==> config.mk <==
export PLATFORM = sky130hd
export DESIGN_NAME = gmc_config_regs
export DESIGN_NICKNAME = d
export VERILOG_FILES = /design/src/core/gmc_pkg.sv /design/src/core/gmc_sticky_bit.sv /design/src/core/gmc_irq_sync.sv /design/src/core/gmc_config_regs.sv
export SDC_FILE = /design/constraint.sdc
export NUM_CORES = 1
export LEC_CHECK = 0
export BUFFER_PORTS_ARGS = -buffer_cell sky130_fd_sc_hd__buf_2
export CAP_MARGIN = 20
export CORE_MARGIN = 2
export CORE_UTILIZATION = 30
export DETAILED_ROUTE_END_ITERATION = 6
export MAX_ROUTING_LAYER = met4
export SYNTH_ARGS = -nofsm -noshare
export SYNTH_HDL_FRONTEND = slang
export SYNTH_SLANG_ARGS = --single-unit
==> constraint.sdc <==
create_clock -name clk -period 3.7 [get_ports clk]
set_clock_uncertainty 0.15 [all_clocks]
set_input_delay 0.925 -clock clk [delete_from_list [all_inputs] [get_ports clk]]
set_output_delay 0.925 -clock clk [all_outputs]
set_load 0.1 [all_outputs]
==> src/core/gmc_pkg.sv <==
// Package: register map, field positions and carrier types for the global/memory config block
package gmc_pkg;
    localparam logic [15:0] GMC_ADDR_MEM_CFG = 16'hffb0;
    localparam logic [15:0] GMC_ADDR_GLOB_CTL = 16'hffb1;
    localparam logic [7:0] GMC_GLOB_CTL_RESET = 8'h00;
    localparam int GMC_BIT_CLK_SEL = 7;
    localparam int GMC_BIT_EXT_IRQ_EN = 6;
    localparam int GMC_BIT_P1_PU_OFF = 5;
    localparam int GMC_BIT_GPIO4 = 4;
    localparam int GMC_BIT_GPIO3 = 3;
    localparam int GMC_BIT_USB_PWR = 2;
    localparam int GMC_BIT_P3_PU_OFF = 1;
    localparam int GMC_BIT_CODEC_EN = 0;
    localparam int GMC_BIT_BOOT_SHADOW = 0;
    localparam logic GMC_CODE_MEM_KIND = 1'b1;
    localparam logic [1:0] GMC_CODE_SPACE_SIZE = 2'h1;
    // Silicon revision value is arbitrary
    localparam logic [3:0] GMC_SILICON_REV = 4'h5;
    localparam logic [7:0] GMC_UNMAPPED_READ = 8'h00;
    localparam int GMC_CLK_SLOW_MHZ = 12;
    localparam int GMC_CLK_FAST_MHZ = 24;

    typedef struct packed {
        logic [15:0] addr;
        logic [7:0] wdata;
        logic wr;
        logic rd;
    } gmc_bus_req_t;

    typedef struct packed {
        logic cpu_clock_speed_select;
        logic ext_irq_enable;
        logic port_one_pullup_off;
        logic gpio_out_bit4;
        logic gpio_out_bit3;
        logic usb_power_on;
        logic port_three_pullup_off;
        logic codec_port_enable;
    } gmc_glob_ctl_t;
endpackage

==> src/core/gmc_sticky_bit.sv <==
// Sticky set-only bit cleared only by reset
`timescale 1ns/1ps
`default_nettype none
module gmc_sticky_bit (
    // Clock and reset
    input wire logic clk,
    input wire logic reset_n,
    // Set request
    input wire logic set_req,
    // Stored value
    output logic value
);
    typedef struct packed {
        logic bit_r;
    } gmc_sticky_state_t;

    gmc_sticky_state_t st_r;
    gmc_sticky_state_t st_nxt;

    always_comb begin
        st_nxt = st_r;
        if (set_req) begin
            st_nxt.bit_r = 1'b1;
        end
    end

    always_ff @(posedge clk) begin
        if (!reset_n) begin
            st_r <= '0;
        end else begin
            st_r <= st_nxt;
        end
    end

    assign value = st_r.bit_r;
endmodule
`default_nettype wire

==> src/core/gmc_irq_sync.sv <==
// Two-stage synchroniser with enable gating for the external interrupt pin
`timescale 1ns/1ps
`default_nettype none
module gmc_irq_sync (
    // Clock and reset
    input wire logic clk,
    input wire logic reset_n,
    // Pin and gate
    input wire logic pin_in,
    input wire logic enable,
    // Gated level
    output logic irq_out
);
    typedef struct packed {
        logic s1_r;
        logic s2_r;
    } gmc_sync_state_t;

    gmc_sync_state_t st_r;
    gmc_sync_state_t st_nxt;

    always_comb begin
        st_nxt.s1_r = pin_in;
        st_nxt.s2_r = st_r.s1_r;
    end

    always_ff @(posedge clk) begin
        if (!reset_n) begin
            st_r <= '0;
        end else begin
            st_r <= st_nxt;
        end
    end

    assign irq_out = st_r.s2_r & enable;
endmodule
`default_nettype wire

==> src/core/gmc_config_regs.sv <==
// Global control and memory configuration registers
`timescale 1ns/1ps
`default_nettype none
// Function
// Clock select 0 means 12 MHz controller clock, 1 means 24 MHz.
// Clock select is sticky once set; only master reset clears it.
// External interrupt input accepted only while its enable bit is set.
// Port-one pullups off while port-one pullup disable bit is set.
// Port-three pullups off while port-three pullup disable bit is set.
// Bits 4 and 3 drive dedicated GPIO output pins directly.
// USB blocks powered down while low-power bit is 0, the reset value.
// Firmware sets low-power bit before expecting USB operation.
// Codec port runs only while its enable bit is set.
// Firmware programs codec configuration before enabling the codec port.
// Code memory type bit reads fixed 1, meaning 8K RAM.
// Code space size field reads fixed 01b, meaning 8K bytes.
// Revision field bits 4:1 are hardwired and ignore writes.
// Writing 1 to boot-shadow switches memory map to normal mode.
// Boot firmware sets boot-shadow only after code download completes.
// Boot-shadow writes are gated by an external protection bit.
// Gated external interrupt ORed with internal sources onto interrupt line.
module gmc_config_regs
    import gmc_pkg::*;
(
    // Clock and reset
    input wire logic clk,
    input wire logic reset_n,
    // Register port
    input wire logic [15:0] reg_addr,
    input wire logic [7:0] reg_wdata,
    input wire logic reg_wr,
    input wire logic reg_rd,
    output logic [7:0] reg_rdata,
    // Interrupts
    input wire logic ext_irq_pin,
    input wire logic internal_irq_any,
    output logic cpu_interrupt_line,
    output logic ext_irq_gated,
    // Boot-shadow protection from USB control register
    input wire logic boot_shadow_protect,
    // Controls
    output logic cpu_clock_speed_select,
    output logic port_one_pullup_off,
    output logic port_three_pullup_off,
    output logic gpio_out_bit4,
    output logic gpio_out_bit3,
    output logic usb_power_down,
    output logic codec_port_enable,
    output logic boot_shadow
);
    typedef struct packed {
        gmc_glob_ctl_t glob_r;
        logic boot_shadow_r;
        logic [7:0] rdata_r;
    } gmc_regs_state_t;

    gmc_regs_state_t st_r;
    gmc_regs_state_t st_nxt;
    gmc_bus_req_t req;
    logic clk_sel_value;
    logic clk_sel_set;

    function automatic logic hit(input logic [15:0] a, input logic [15:0] target);
        hit = (a == target);
    endfunction

    function automatic logic [7:0] mem_cfg_value(input logic shadow);
        mem_cfg_value = {GMC_CODE_MEM_KIND, GMC_CODE_SPACE_SIZE, GMC_SILICON_REV, shadow};
    endfunction

    assign req = '{addr: reg_addr, wdata: reg_wdata, wr: reg_wr, rd: reg_rd};

    // Sticky clock select
    assign clk_sel_set = req.wr && hit(req.addr, GMC_ADDR_GLOB_CTL)
        && req.wdata[GMC_BIT_CLK_SEL];

    gmc_sticky_bit u_clk_sel (
        .clk(clk),
        .reset_n(reset_n),
        .set_req(clk_sel_set),
        .value(clk_sel_value)
    );

    // Register update and read
    always_comb begin
        st_nxt = st_r;
        st_nxt.rdata_r = GMC_UNMAPPED_READ;
        st_nxt.glob_r.cpu_clock_speed_select = clk_sel_value;
        if (req.wr && hit(req.addr, GMC_ADDR_GLOB_CTL)) begin
            st_nxt.glob_r.ext_irq_enable = req.wdata[GMC_BIT_EXT_IRQ_EN];
            st_nxt.glob_r.port_one_pullup_off = req.wdata[GMC_BIT_P1_PU_OFF];
            st_nxt.glob_r.gpio_out_bit4 = req.wdata[GMC_BIT_GPIO4];
            st_nxt.glob_r.gpio_out_bit3 = req.wdata[GMC_BIT_GPIO3];
            st_nxt.glob_r.usb_power_on = req.wdata[GMC_BIT_USB_PWR];
            st_nxt.glob_r.port_three_pullup_off = req.wdata[GMC_BIT_P3_PU_OFF];
            st_nxt.glob_r.codec_port_enable = req.wdata[GMC_BIT_CODEC_EN];
        end
        if (req.wr && hit(req.addr, GMC_ADDR_MEM_CFG) && !boot_shadow_protect) begin
            st_nxt.boot_shadow_r = req.wdata[GMC_BIT_BOOT_SHADOW];
        end
        if (req.rd) begin
            if (hit(req.addr, GMC_ADDR_GLOB_CTL)) begin
                st_nxt.rdata_r = {clk_sel_value, st_r.glob_r[GMC_BIT_EXT_IRQ_EN:0]};
            end else if (hit(req.addr, GMC_ADDR_MEM_CFG)) begin
                st_nxt.rdata_r = mem_cfg_value(st_r.boot_shadow_r);
            end
        end
    end

    always_ff @(posedge clk) begin
        if (!reset_n) begin
            st_r.glob_r <= GMC_GLOB_CTL_RESET;
            st_r.boot_shadow_r <= 1'b0;
            st_r.rdata_r <= GMC_UNMAPPED_READ;
        end else begin
            st_r <= st_nxt;
        end
    end

    // External interrupt gating and merge
    gmc_irq_sync u_irq (
        .clk(clk),
        .reset_n(reset_n),
        .pin_in(ext_irq_pin),
        .enable(st_r.glob_r.ext_irq_enable),
        .irq_out(ext_irq_gated)
    );

    assign cpu_interrupt_line = ext_irq_gated | internal_irq_any;

    // Read data and control outputs
    assign reg_rdata = st_r.rdata_r;
    assign cpu_clock_speed_select = clk_sel_value;
    assign port_one_pullup_off = st_r.glob_r.port_one_pullup_off;
    assign port_three_pullup_off = st_r.glob_r.port_three_pullup_off;
    assign gpio_out_bit4 = st_r.glob_r.gpio_out_bit4;
    assign gpio_out_bit3 = st_r.glob_r.gpio_out_bit3;
    assign usb_power_down = ~st_r.glob_r.usb_power_on;
    assign codec_port_enable = st_r.glob_r.codec_port_enable;
    assign boot_shadow = st_r.boot_shadow_r;
endmodule
`default_nettype wire

==> run_results.csv <==
group,metric,value,unit
run_status,status,"finished, final reports clean",
synth,netlist_instances,89,
place,gp_congestion,0.8278,
floorplan,fp.dieH,55.34,um
pwr,powerDensity,329.4,nW/um2
pwr,totalPowerFinal,0.3372,mW
pwr,netSwitchingFraction,0.2218,
pwr,clockPowerShare,0.299,
critical_path,end_kind,"output pin",
grt,track_usage,0.1160,
routing,viasPerCell,4.319,
synth,netlist_area,790.8,um2
pwr,cellLeakagePower,0.5485,nW
finish,syn_to_final_growth,29.43,%
finish,fin_nets,162,
flow_run,max-cap-violations,0,
finish,n_antenna_cell,0,
critical_path,crit_fanout,1,
grt,grt_first_pass_wirelength,2739,um
sta,fin_crit,2.657,ns
synth,yosysUniqueCellTypes,18,
clock_network,cts_post_setup_buffers_inserted,0,
synth,synth_fa_ha_area_frac,0,
routing,routedWlPerCell,10.26,um
finish,utilization,0.4131,
pwr,p_comb_frac,0.091,
clock_network,path_clk_slew,0.10,ns
sta,post-route-period-util,0.7182,
floorplan,design.core.area,2477,um2
place,portBuffers,48,
sta,drv_slew,0,
floorplan,die_area,3063,um2
sta,fmax,376.3,MHz
grt,grt_max_degree,21,
sta,setup_ws,1.043,ns
sta,slew_headroom,0.6717,
clock_network,postCtsResizedCells,0,
synth,yosysTopAreaCell,"dfxtp_1",
synth,yosys_warnings,0,
synth,netlist_top_cells_count,"21 x nand2_1, 19 x dfxtp_1, 9 x mux2i_1, 8 x buf_4, 6 x inv_1",
clock_network,numCtsBuffers,3,
synth,synth_seq_cells,19,
routing,ant_nets,0,
floorplan,rows,18,
pwr,p_switching,0.07478,mW
routing,drtPass1Iterations,2,
critical_path,cp.required,2.62,ns
grt,grt_pass1_vias,669,
clock_network,cts-root-buf,"clkbuf_4",
synth,synth_seq_area_share,0.4810,
critical_path,worst_setup_path_start_kind,"input pin",
synth,synth_enable_flop_cells,0,
pwr,power.internal,0.2624,mW
routing,drt_wl_total,1642,um
synth,async_reset_ff_frac,0,
sta,tns,0,ns
critical_path,path_class,"in -> out",
routing,num_vias,691,
clock_network,cts-hold-fix-buffers,0,
critical_path,arrival,1.58,ns
synth,syn_nets,120,
synth,yosys-mux-area-fraction,0.1139,
clock_network,clock_path_buffers,2,
sta,rsz0062_at_grt,"no",
synth,avgSynthCellArea,8.885,um2
clock_network,clock_latency,0.29,ns
synth,synth-simple-area-share,0.2547,
pwr,seq_power_share,0.609,
floorplan,start_util,0.3192,
floorplan,die_width,55.34,um
synth,ys.flop_type,"dfxtp_1",
routing,drc,0,
synth,ys_top_cells_by_area,"dfxtp_1 48%, mux2i_1 11%, nand2_1 10%, buf_4 7.6%, inv_1 2.8%",
sta,finalSetupViolations,0,
synth,yosysTopAreaCellShare,0.4810,
synth,synth_top_family_by_area,"simple AND/OR/NAND/NOR gates",
grt,antenna_found_initial,0,
grt,grt_overflow_total,0,
clock_network,clkSinkCount,19,
place,dp_hpwl,1351,um
clock_network,cts_tree,"done",
sta,finalHoldViolCount,0,
pwr,irDropWorstVdd,0.0001564,V
place,dpl_cell_area,997.2,um2
hold_path,min-delay-path-class,"reg -> reg",
synth,synth-compound-area-share,0.03165,
place,place_ws,1.041,ns
sta,fin_hold_ws,0.2914,ns
place,dp_cells,156,
finish,drive_above_1_share,0.4077,
finish,final_cell_area,1023,um2
clock_network,htreeDepth,1,
synth,synth.most_common_cell,"nand2_1",
finish,fin_cells,160,
floorplan,io_pins,49,
routing,dr.first_iter.drc_count,6,
synth,synthXorXnorAreaFrac,0,
sta,worst_pin_slew,0.4959,ns
==> layer usage <==
layer,vias to the layer above,GRT usage,part of all wire
met5,-,-,0
met4,0,0.08711,0.024
met3,5,0.03279,0.044
met2,18,0.1922,0.52
met1,302,0.1147,0.42
li1,366,-,-
==> worst paths after layout <==
| kind | startpoint | end | slack (ns) | cells past startpoint |
|---|---|---|---|---|
| max reg2reg | codec_port_enable | reg_rdata[0] | 2.91 | 2 |
| max | internal_irq_any | cpu_interrupt_line | 1.04 | 3 |
| min reg2reg | u_irq.st_nxt[0] | u_irq.st_r[0] | 0.29 | 1 |
| min | u_irq.st_nxt[0] | u_irq.st_r[0] | 0.29 | 1 |
==> cell families after synthesis <==
family	after synthesis
buf+inv	17
flops	19
mux	9
simple gates	39
compound gates	5
==> flip-flops by register name, summed over array words and instances (netlist names) <==
register,cells
boot_shadow,1
codec_port_enable,1
gpio_out_bit3,1
gpio_out_bit4,1
port_one_pullup_off,1
port_three_pullup_off,1
reg_rdata,8
st_r,2
u_clk_sel.value,1
u_irq.st_nxt,1
u_irq.st_r,1
==> cells in the final DEF (no fill, tap or decap) <==
cell	Yosys	layout
buf_2	0	48
nand2_1	21	21
dfxtp_1	19	19
mux2i_1	9	9
inv_1	6	6
a21oi_1	4	4
and2_1	3	3
and3_1	3	3
clkbuf_4	0	3
nand4b_1	2	2
or2_1	2	2
nor4_1	2	2
nor2_1	2	2
or2_2	1	1
nand4bb_1	1	1
or4_4	1	1
nand4_1	1	1
o21ai_0	1	1
clkbuf_1	3	1
==> critical path, stage by stage <==
cell and delay (ns):
buf_2 0.09, or2_2 0.27, buf_2 0.29
==> final cells by class <==
class / count / area, um2
clock buffer: 4 / 26.28
fill: 272 / 1454
inverter: 6 / 22.52
multi-input combinational: 53 / 316.6
sequential: 19 / 380.4
tap: 30 / 37.54
timing repair buffer: 48 / 240.2
==> power groups by stage <==
stage	logic [mW]	clock network (mW)	registers, mW
after floorplan	0.0142	0	0.210
after global placement	0.0304	0	0.210
after detailed placement	0.0310	0	0.210
after CTS	0.0311	0.104	0.206
after global routing	0.0340	0.115	0.206
final	0.0308	0.101	0.205
No activity file was read; power rests on OpenSTA's default activity.
